$ cat src/logic/cal_seq_pkg.sv
// Purpose: Constants and types for the SAR converter offset calibration sequencer
// Assumes: Serial clock and chip select are sampled by the 200 MHz system clock
// Notes: Functional notes follow
// Functional notes
// - First frame after power-up calibrates, no conversion
// - Power-up calibration needs 16 falling edges
// - Data output low while calibrating
// - Short first frame leaves store unchanged
// - Conversions corrected by stored offset value
// - Normal calibration needs 32 edges in frame
// - First 12 edges convert and shift result
// - Calibration runs edge 17 through edge 32
// - Output low after edge 12, released on deselect
// - Short normal frame keeps previous offset
// - Offset store clears to zero at power-up
// - Offset store is internal only
// - Leading zero, second zero, then result bits
// - Result is 10-bit unsigned straight binary
package cal_seq_pkg;

  // ==========================================================
  // Widths and edge counts
  localparam int unsigned RESULT_W = 10;
  localparam int unsigned EDGE_W = 6;
  localparam logic [EDGE_W-1:0] POWERUP_CAL_EDGES = 6'h10;
  localparam logic [EDGE_W-1:0] DATA_EDGES = 6'h0c;
  localparam logic [EDGE_W-1:0] RUN_CAL_START_EDGE = 6'h11;
  localparam logic [EDGE_W-1:0] RUN_CAL_END_EDGE = 6'h20;
  localparam logic [EDGE_W-1:0] EDGE_MAX = 6'h3f;
  localparam logic [RESULT_W-1:0] OFFSET_RESET = 10'h000;

  // ==========================================================
  // Host-side timing, kept for reference only; neither the logic nor the bench uses it
  localparam int unsigned CLOCK_PERIOD_PS = 5000;
  localparam int unsigned MIN_ACQUIRE_INTERVAL_NS = 235;
  localparam int unsigned MIN_ACQUIRE_CYCLES =
    (MIN_ACQUIRE_INTERVAL_NS * 1000 + CLOCK_PERIOD_PS - 1) / CLOCK_PERIOD_PS;
  localparam int unsigned CAL_DURATION_SCLK_PERIODS = 15;
  localparam int unsigned CAL_CLOCK_RATE_LIMIT_HIGH_MHZ = 14;
  localparam int unsigned CAL_CLOCK_RATE_LIMIT_LOW_MHZ = 12;

  // ==========================================================
  // Sequencer state
  typedef enum logic [3:0] {
    ST_IDLE = 4'h1,
    ST_CONVERT = 4'h2,
    ST_STARTUP_CAL = 4'h4,
    ST_TAIL = 4'h8
  } seq_state_t;

  typedef struct packed {
    logic [RESULT_W-1:0] raw;
    logic [RESULT_W-1:0] measured;
  } analog_t;

  typedef struct packed {
    logic [2:0] cs_sync;
    logic [2:0] sclk_sync;
    seq_state_t state;
    logic [EDGE_W-1:0] edges;
    logic powered_cal_done;
    logic [RESULT_W-1:0] offset;
    logic [RESULT_W+1:0] shifter;
    logic sdo;
    logic sdo_oe_n;
    logic cal_busy;
  } seq_reg_t;

endpackage

$ cat src/logic/sar_adc_offset_cal_sequencer.sv
// Purpose: Frame sequencer with offset calibration for a 10-bit SAR converter
// Assumes: Host drives select and serial clock; analog core supplies codes
// Notes: Serial pins pass three flops; edges found on the 200 MHz clock
`timescale 1ns/1ps
module sar_adc_offset_cal_sequencer (
  input wire logic i_clock,
  input wire logic i_rst_n,
  input wire logic i_cs_n,
  input wire logic i_sclk,
  input wire cal_seq_pkg::analog_t i_analog,
  output logic o_sdo,
  output logic o_sdo_oe_n,
  output logic o_cal_busy,
  output logic [cal_seq_pkg::RESULT_W-1:0] o_offset_store
);

  cal_seq_pkg::seq_reg_t r;
  cal_seq_pkg::seq_reg_t next_r;

  logic cs_low;
  logic cs_fall;
  logic cs_rise;
  logic sclk_fall;
  logic [cal_seq_pkg::RESULT_W-1:0] corrected;

  // ==========================================================
  // Edge detection on the second and third flops only
  assign cs_low = ~r.cs_sync[1];
  assign cs_fall = r.cs_sync[2] & ~r.cs_sync[1];
  assign cs_rise = ~r.cs_sync[2] & r.cs_sync[1];
  assign sclk_fall = r.sclk_sync[2] & ~r.sclk_sync[1];

  // Saturate at zero rather than wrap for small codes
  assign corrected = (i_analog.raw > r.offset) ?
    cal_seq_pkg::RESULT_W'(i_analog.raw - r.offset) : '0;

  // ==========================================================
  // Sequencer
  always_comb begin
    next_r = r;
    next_r.cs_sync = {r.cs_sync[1:0], i_cs_n};
    next_r.sclk_sync = {r.sclk_sync[1:0], i_sclk};
    if (cs_fall) begin
      next_r.edges = '0;
      next_r.sdo = 1'b0;
      next_r.sdo_oe_n = 1'b0;
      if (!r.powered_cal_done) begin
        next_r.state = cal_seq_pkg::ST_STARTUP_CAL;
        next_r.cal_busy = 1'b1;
        next_r.shifter = '0;
      end else begin
        next_r.state = cal_seq_pkg::ST_CONVERT;
        next_r.cal_busy = 1'b0;
        // Second zero sits on top; LSB must leave on edge 11, before edge 12 forces low
        next_r.shifter = {1'b0, corrected, 1'b0};
      end
    end else if (cs_rise || !cs_low) begin
      // Early end drops any run in progress; store untouched
      next_r.state = cal_seq_pkg::ST_IDLE;
      next_r.cal_busy = 1'b0;
      next_r.sdo = 1'b0;
      next_r.sdo_oe_n = 1'b1;
    end else if (sclk_fall) begin
      if (r.edges != cal_seq_pkg::EDGE_MAX) begin
        next_r.edges = r.edges + 6'h01;
      end
      case (r.state)
        cal_seq_pkg::ST_STARTUP_CAL: begin
          next_r.sdo = 1'b0;
          if (r.edges + 6'h01 == cal_seq_pkg::POWERUP_CAL_EDGES) begin
            next_r.offset = i_analog.measured;
            next_r.powered_cal_done = 1'b1;
            next_r.cal_busy = 1'b0;
            next_r.state = cal_seq_pkg::ST_TAIL;
          end
        end
        cal_seq_pkg::ST_CONVERT: begin
          // Shift out second zero then MSB first
          next_r.sdo = r.shifter[cal_seq_pkg::RESULT_W+1];
          next_r.shifter = {r.shifter[cal_seq_pkg::RESULT_W:0], 1'b0};
          if (r.edges + 6'h01 >= cal_seq_pkg::DATA_EDGES) begin
            next_r.sdo = 1'b0;
            next_r.state = cal_seq_pkg::ST_TAIL;
          end
        end
        cal_seq_pkg::ST_TAIL: begin
          next_r.sdo = 1'b0;
          if (r.edges + 6'h01 == cal_seq_pkg::RUN_CAL_START_EDGE) begin
            next_r.cal_busy = r.powered_cal_done;
          end
          if (r.cal_busy && r.edges + 6'h01 == cal_seq_pkg::RUN_CAL_END_EDGE) begin
            next_r.offset = i_analog.measured;
            next_r.cal_busy = 1'b0;
          end
        end
        default: begin
          next_r.state = cal_seq_pkg::ST_IDLE;
        end
      endcase
    end
  end

  always_ff @(posedge i_clock) begin
    if (!i_rst_n) begin
      r.cs_sync <= 3'h7;
      r.sclk_sync <= 3'h7;
      r.state <= cal_seq_pkg::ST_IDLE;
      r.edges <= '0;
      r.powered_cal_done <= 1'b0;
      r.offset <= cal_seq_pkg::OFFSET_RESET;
      r.shifter <= '0;
      r.sdo <= 1'b0;
      r.sdo_oe_n <= 1'b1;
      r.cal_busy <= 1'b0;
    end else begin
      r <= next_r;
    end
  end

  // Offset exposed for observation only; no serial path reaches it
  assign o_offset_store = r.offset;
  assign o_sdo = r.sdo;
  assign o_sdo_oe_n = r.sdo_oe_n;
  assign o_cal_busy = r.cal_busy;

endmodule

$ cat config.mk
export PLATFORM = sky130hd
export DESIGN_NAME = sar_adc_offset_cal_sequencer
export DESIGN_NICKNAME = d
export VERILOG_FILES = /design/src/logic/cal_seq_pkg.sv /design/src/logic/sar_adc_offset_cal_sequencer.sv
export SDC_FILE = /design/constraint.sdc
export NUM_CORES = 1
export LEC_CHECK = 0
export BUFFER_PORTS_ARGS = -buffer_cell sky130_fd_sc_hd__buf_4
export CORE_ASPECT_RATIO = 1.5
export CORE_MARGIN = 2
export CORE_UTILIZATION = 55
export CTS_BUF_LIST = sky130_fd_sc_hd__clkbuf_8
export DETAILED_ROUTE_END_ITERATION = 7
export GPL_TIMING_DRIVEN = 0
export PLACE_DENSITY = 0.75
export SETUP_SLACK_MARGIN = 0.15
export SYNTH_ARGS = -nofsm -noshare
export SYNTH_HDL_FRONTEND = slang
export SYNTH_SLANG_ARGS = --single-unit
$ cat constraint.sdc
create_clock -name i_clock -period 2.9 [get_ports i_clock]
set_input_delay 0.435 -clock i_clock [delete_from_list [all_inputs] [get_ports i_clock]]
set_output_delay 0.435 -clock i_clock [all_outputs]
set_load 0.02 [all_outputs]
==> results of run 1 <==
-- cells in the mapped netlist (all sizes together), types with 2 or more instances --
library cell and number:
nor2 19, and4 2, and3b 2, nor4 4, a22oi 4, dfxtp 41, nand2b 17, a21oi 15
nor3b 3, a311oi 2, ha 13, nand2 40, mux2i 14, and3 2, xnor2 6, inv 21
nor3 7, a31oi 5, a21boi 2, nand3 5, a21o 4, nor2b 5, o211ai 3, o22ai 4
o211a 2, or3 4, clkbuf 6, a32oi 2, xor2 2, nand4 3, buf 23, o21a 4
nand3b 6, o21ai 20
-- kinds of logic after synthesis --
kind of cell    after synthesis  share of synthesized area, %
compound gates               80                          21.5
simple gates                120                          23.5
xor+xnor                      8                          2.59
flops                        41                          30.3
buf+inv                      50                          9.80
fa+ha+maj                    14                          6.75
mux                          15                          5.59
-- power by group through the flow --
stage	clock network, mW	logic [mW]	registers, mW
final	0.353	0.120	0.578
after global routing	0.385	0.135	0.579
after CTS	0.366	0.120	0.578
after detailed placement	0	0.120	0.592
after global placement	0	0.117	0.591
after floorplan	0	0.0728	0.591
-- cells in the final DEF (no fill, tap or decap), drive strengths merged, types with 5 or more instances in the layout --
| cell | count |
|---|---|
| a21oi | 15 |
| a31oi | 5 |
| buf | 59 |
| clkbuf | 11 |
| dfxtp | 41 |
| ha | 13 |
| inv | 22 |
| mux2i | 14 |
| nand2 | 40 |
| nand2b | 17 |
| nand3 | 5 |
| nand3b | 6 |
| nor2 | 19 |
| nor2b | 5 |
| nor3 | 7 |
| o21ai | 20 |
| xnor2 | 6 |
-- critical path, stage by stage (launching register included) --
cell and delay (ps):
dfxtp_1 410, ha_1 200, inv_1 60, fa_1 400, a21o_1 170, a21oi_1 240
nand2b_1 180, mux2_2 330, o21ai_0 210, a31oi_1 110
-- registers in the layout (all words and copies together), names as in the netlist --
name and cells:
r 24, o_offset_store 10, next_r 4, o_cal_busy 1, o_sdo 1, o_sdo_oe_n 1
-- layer usage --
layer / part of all wire (%) / GRT usage [%] / up-vias / routed length [µm]
met1: 38 / 25.3 / 1133 / 2370
met4: 2.1 / 8.70 / 0 / 128
met3: 2.1 / 3.02 / 12 / 132
met5: 0 / 0 / - / 0
met2: 58 / 46.8 / 50 / 3570
li1: - / - / 1232 / -
-- worst paths after layout --
check,end,cells past startpoint
setup / recovery,r[10]$_SDFFE_PN0P_,9
hold / removal,next_r[40]$_SDFF_PN1_,2
setup reg to reg,r[10]$_SDFFE_PN0P_,9
hold reg to reg,next_r[41]$_SDFF_PN1_,1
-- stage by stage --
| stage | power [mW] | cells | instance area [µm²] | hold slack (ps) | setup slack (ps) |
|---|---|---|---|---|---|
| 3_3_place_gp | 0.708 | 430 | 3060 | 387 | 322 |
| 3_5_place_dp | 0.711 | 430 | 3060 | 395 | 297 |
| 4_1_cts | 1.06 | 438 | 3140 | 324 | 474 |
| 5_1_grt | 1.10 | 438 | 3140 | 351 | 353 |
| 2_1_floorplan | 0.664 | 328 | 2710 | 386 | 680 |
| 6_report | 1.05 | 438 | 3140 | 332 | 465 |
-- final cells by class --
type,instances,area share (%)
multi-input cells,237,51.6
flip-flops and latches,41,26.1
repair buffers,36,8.60
plain buffers,29,5.93
well taps,66,2.63
inverters,21,2.51
clock buffers,5,2.19
clock inverters,3,0.438
==> results.md, run 1 <==
- Reg2Reg Setup Slack: 470 ps
- Distinct cell type count after synthesis: 64
- Ant diodes: 0
- I/O pins: 37
- CP Launch Type: flip-flop
- Aggregate routed wire length: just over 6 mm
- Die area: about 0.0055 mm²
- Status: finished, final reports clean
- Slew HR: ~58%
- Worst Hold Class: in2reg
- Post-synth ARST share: 0%
- Largest net degree at the start of global routing: 13
- ANT nets after route: 0
- Global placer's final weighted congestion: a little under 0.9
- Sequential power share: between 50% and 60%
- Clock network power share: approximately a third
- Max Cap Violations: 0
- WL per Instance: between 10 and 15 µm
- Setup violators final: 0
- DR iter-0 viols: 76
- Yosys reg bits: ~40
- Combinational fraction of design power: between 10% and 20%
- Post-Syn Instances: about 330
- Fin util: between 60% and 70%
- Switching Share: 24.5%
- Initial antenna violation count: 0
- Critical path required time: about 3000 ps
- Post-synth top area cell: dfxtp_1
- CTS Root Buffer Type: clkbuf_8
- Gr usage total: between 20% and 30%
- Remaining global-route overflow: 0
- First-pass GRT wire length: roughly 11 mm
- Worst setup path start: o_offset_store[0]$_SDFFE_PN0P_
- Syn_nets: about 370
- Yosys warning total: 0
- Num CTS Buffers: 5
- Crit Path Max Fanout: 3
- Ranking of synthesized cells by area: dfxtp_1 (30%), ha_1 (6.0%), nand2_1 (5.4%)
- Core area: 0.00477 mm²
- Hold_sp: i_cs_n
- Fin. max-slew vios: 0
- Internal Pwr Total: a little under 800 µW
- RSZ-0062 raised after global routing: no
- Register area: 821 µm²
- # fillers: 450
- Hold Fails Final Rpt: 0
- H-tree Lvls: 2
- Die Ht: 89.9 µm
- TritonCTS clock tree: yes
- Gates resized, CTS repair: 0
- DRC viols: 0
- Drt first pass iters: 6
- Synth top area share: 30.3%
- Fraction of layout instances using a drive strength above 1: a little under a quarter
- Avg Cell Area, Syn: between 8 and 9 µm²
- WP data arrival: around 2600 ps
- Maximum achievable frequency: between 400 and 500 MHz
- Vias: between 2k and 2.5k
- Tmin final: 2430 ps
- Type of the worst setup path: reg2reg
- Width of the die: between 60 and 70 µm
- Final worst path period share: 84.0%
- Sequential area share after synthesis: between 30% and 40%
- Setup TNS: 0 ps
- Post-DP HPWL: just under 5 mm
- Nets: approximately 410
- Setup bufs post-CTS: 0
- Vias in the first global route: 2386
- CP endpoint kind: flip-flop
- EDFF count, synth: 0
- Clock buffer depth: 2
- Syn-to-layout area delta: 16.1%
- Clock Skew: 8.61 ps
- # clock sinks: a little over 40
- DR vias/cell: approximately 5.5
- Port-buffer cells: 36
- Clock Latency Late Sink: approximately 290 ps
- IR drop worst, VDD: between 0.2 and 0.25 mV
- Num rows: 31
- Main synth FF type: dfxtp_1
- Footprint of the multi-input gates: 0.00162 mm²
- NetSw: about 260 µW
- Mapped Area: around 0.0027 mm²
- P per Cell Area: 335 mW/mm²
- Clk pin slew, worst setup/hold paths: 80 ps
- Leak: between 1 and 1.5 nW
- Initial core utilization: between 50 and 60%
- Post-CTS Hold Buffers: 0
- Least-Margin Pin Slew: 629 ps
- R2r startpoint: o_offset_store[0]$_SDFFE_PN0P_
(Power assumes the default switching activity.)
==> inputs of run 2 (changes only) <==
ABC_AREA = 1   (was unset)
CORE_UTILIZATION = 54   (was 55)
PLACE_DENSITY = 0.77   (was 0.75)
clock period = 2.2 ns   (was 2.9 ns; I/O delays follow)
==> run 2 against run 1 <==
  * Clock power increased by 54%
  * Combinational power up 56%
  * Utilization up 3.2 points
  * Fmax up 27%
  * Area after synthesis decreased by 4.5%
  * Via count up 6.1%
  * Setup slack got worse by 190 ps
  * Routed wire length up 5.8%
  * Die area decreased by 2.6%
  * Global-route usage increased by 0.65 points
  * Count of clock-buffer cells in the layout increased by 2
  * Critical path type unchanged
  * Largest cell class unchanged
==> results.md, run 2 <==
- Status: finished, final reports clean
- Post-CTS Hold Buffers: 0 (unchanged)
- Num rows: 30 (-3.2%)
- Setup violators final: 0 (unchanged)
- Adder-cell area share of the yosys netlist: 7.07% (+0.32 points)
- CP endpoint kind: flip-flop
- IR drop worst, VDD: 0.400 mV (+68%)
- Syn-to-layout area delta: 22.4%
- Drt first pass iters: 4 (-2)
- Post-DP HPWL: 4.99 mm (+3.4%)
- Aggregate routed wire length: 6.57 mm (+5.8%)
- ANT nets after route: 0 (unchanged)
- Core area: 0.00458 mm² (-4.0%)
- Fraction of layout instances using a drive strength above 1: 23.2% (-0.15 points)
- H-tree Lvls: 2 (unchanged)
- Tmin final: 1920 ps (-510 ps)
- TritonCTS clock tree: yes
- Synth top cells by count: nand2_1 (78), inv_1 (46), dfxtp_1 (41), nor2_1 (41), a21oi_1 (37)
- Type of the worst setup path: reg2reg
- EDFF count, synth: 0 (unchanged)
- Commonest cells after routing, fill and taps aside: nand2_1 (76), buf_4 (49), inv_1 (45), nor2_1 (40), dfxtp_1 (38)
- Met1 WL: 2.59 mm (+9.2%)
- Dpl ws: 160 ps (-137 ps)
- Syn_nets: 415 (+13%)
- Clock buffer depth: 2 (unchanged)
- Fin. max-slew vios: 0 (unchanged)
- Final worst slack: 275 ps (-190 ps)
- Critical path required time: 2430 ps (-640 ps)
- Yosys reg bits: 41 (unchanged)
- Die Ht: 88.7 µm (-1.3%)
- # clock sinks: 41 (unchanged)
- Reg2Reg Setup Slack: 280 ps (-190 ps)
- Largest family of logic cells by synthesized area: simple AND/OR/NAND/NOR gates
- Port-buffer cells: 36 (unchanged)
- Hold Fails Final Rpt: 0 (unchanged)
- Leak: 1.34 nW (+11%)
- Setup TNS: 0 ps (unchanged)
- Xor/xnor share of the synthesized area: 1.69% (-0.89 points)
- Vias: 2575 (+6.1%)
- Ant diodes: 0 (unchanged)
- Most common cell in the synthesized netlist: nand2_1
- Critical Path Max Stage Delay: 430 ps (+20 ps)
- RSZ-0062 raised after global routing: no
- WP data arrival: 2160 ps (-440 ps)
- Clk pin slew, worst setup/hold paths: 80 ps (about the same)
- DR vias/cell: 5.26 (-5.2%)
- CP top delay family: adder cells
- CP Launch Type: flip-flop
- Top reg by flops: r
- Post-synthesis compound-gate area fraction: 15.3% (-6.1 points)
- Post-Syn Instances: 377 (+15%)
- P per Cell Area: 473 mW/mm² (+41%)
- Gr usage total: 25.2% (+0.65 points)
- Nets: 463 (+13%)
- Main synth FF type: dfxtp_1
- Clock Skew: 12.0 ps (+3.34 ps)
- Post-synth ARST share: 0% (unchanged)
- Clock Latency Late Sink: 300 ps (about the same)
- Remaining global-route overflow: 0 (unchanged)
- Final worst path period share: 87.5% (+3.5 points)
- Least-Margin Pin Slew: 662 ps (+33.5 ps)
- Distinct cell type count after synthesis: 37 (-42%)
- Worst Hold Class: in2reg
- WL met2: 3.56 mm (-0.39%)
- DRC viols: 0 (unchanged)
- Ranking of synthesized cells by area: dfxtp_1 (32%), nand2_1 (11%), a21oi_1 (7.2%)
- Num CTS Buffers: 5 (unchanged)
- CTS Root Buffer Type: clkbuf_8
- I/O pins: 37 (unchanged)
- CP cell instances: ha_1, inv_1, fa_1, nand3_1, and2_1, o21ai_0, xor2_1, o21a_1, nor2_1
- WL per Instance: 13.4 µm (-5.4%)
- Critical-path top delay cell: fa_1
- Buffers & Inverters on Critical Path: 1 (unchanged)
- Met3 wire length: 233 µm (+77%)
- Crit Path Max Fanout: 3 (unchanged)
- Post-synthesis mux area share: 0% (-5.6 points)
- Avg Cell Area, Syn: 6.86 µm² (-17%)
- First-pass GRT wire length: 10.3 mm (-2.5%)
- Global placer's final weighted congestion: 0.932 (+5.8%)
- Synth top area share: 31.8% (+1.4 points)
- Most common cell after layout, fill and taps aside: nand2_1
- Initial antenna violation count: 0 (unchanged)
- Post-synthesis simple-gate area fraction: 33.2% (+9.7 points)
- Vias in the first global route: 2459 (+3.1%)
- Sequential area share after synthesis: 31.8% (+1.4 points)
- DR iter-0 viols: 97 (+28%)
- Max Cap Violations: 0 (unchanged)
- Largest net degree at the start of global routing: 13 (unchanged)
- Yosys warning total: 0 (unchanged)
- Max FFs per register: 24 (unchanged)
- Width of the die: 60.5 µm (-1.3%)
- Die area: 0.00537 mm² (-2.6%)
- Maximum achievable frequency: 520 MHz (+27%)
- Mapped Area: 0.00258 mm² (-4.5%)
- Top Layer Used: met4
- Slew HR: 55.6% (-2.2 points)
- Initial core utilization: 56.4% (-0.31 points)
- Post-synth top area cell: dfxtp_1
run 2: cell types whose count changed in the layout (fill, tap and decap cells not counted), sizes merged, moves of 5 or more:
cell / change
mux2i: -14
buf: -8
nand2b: -17
a21oi: +26
nand4: +7
nor3: -5
inv: +24
xnor2: -5
a31oi: -5
nand3: +31
or2: +6
nand2: +40
nor2: +28
nor2b: -5
run 2: kinds of logic (layout without fill, tap and decap cells):
logic type,count (synthesis),count (layout)
buf+inv,63,111
simple gates,185,185
compound gates,69,70
xor+xnor,5,5
flops,41,41
fa+ha+maj,14,14
run 2: final timing paths:
path / start / end / cells past startpoint
worst max-delay path: o_offset_store[0]$_SDFFE_PN0P_ / r[12]$_SDFFE_PN0P_ / 9
worst min-delay path: i_cs_n / next_r[40]$_SDFF_PN1_ / 2
worst max register to register: o_offset_store[0]$_SDFFE_PN0P_ / r[12]$_SDFFE_PN0P_ / 9
worst min register to register: next_r[40]$_SDFF_PN1_ / next_r[41]$_SDFF_PN1_ / 1
run 2: power breakdown:
part	internal, mW	leakage [nW]	switching [mW]	total (mW)
Combinational	0.0841	0.952	0.103	0.187
Sequential	0.757	0.334	0.00898	0.766
Clock	0.284	0.0542	0.259	0.543
run 2: worst reg2reg max path, delay by kind of cell, from the launching register on:
| family | cells | cell delay [ps] |
|---|---|---|
| AO/OA/AOI/OAI | 2 | 280 |
| adder cells (fa/ha/maj) | 2 | 620 |
| buffers and inverters | 1 | 90 |
| XOR/XNOR | 1 | 150 |
| flip-flops | 1 | 370 |
| AND/OR/NAND/NOR | 3 | 350 |
run 2: timing repair:
action / in CTS / in global routing
setup buffers: 0 / 3
hold endpoints to repair: 0 / 0
endpoints found under the setup margin: 0 / 24
resized for setup: 0 / 17
run 2: layout make-up:
cell class	instances	area [µm²]
Multi-Input combinational cell	274	1570
Fill cell	440	1420
Sequential cell	41	825
Timing Repair Buffer	39	293
Inverter	48	184
Buffer	15	103
Clock buffer	7	96.3
Tap cell	64	80.1
Clock inverter	1	5.00
Timing Repair inverter	1	5.00
run 2: metrics by stage:
stage | hold WS, ps | utilization [%] | total power [mW] | std cells | cell area (µm²)
6_report | 222 | 69.1 | 1.50 | 490 | 3160
5_1_grt | 226 | 69.1 | 1.56 | 490 | 3160
4_1_cts | 219 | 66.3 | 1.50 | 485 | 3040
3_5_place_dp | 398 | 64.1 | 0.956 | 477 | 2940
3_3_place_gp | 401 | 64.1 | 0.955 | 477 | 2940
2_1_floorplan | 393 | - | 0.888 | 377 | 2580
run 2: routing by layer:
metal | vias to the layer above | global-route usage, %
li1 | 1322 | -
met1 | 1177 | 26.4
met2 | 57 | 48.1
met3 | 19 | 3.80
met4 | 0 | 10.5
met5 | - | 0
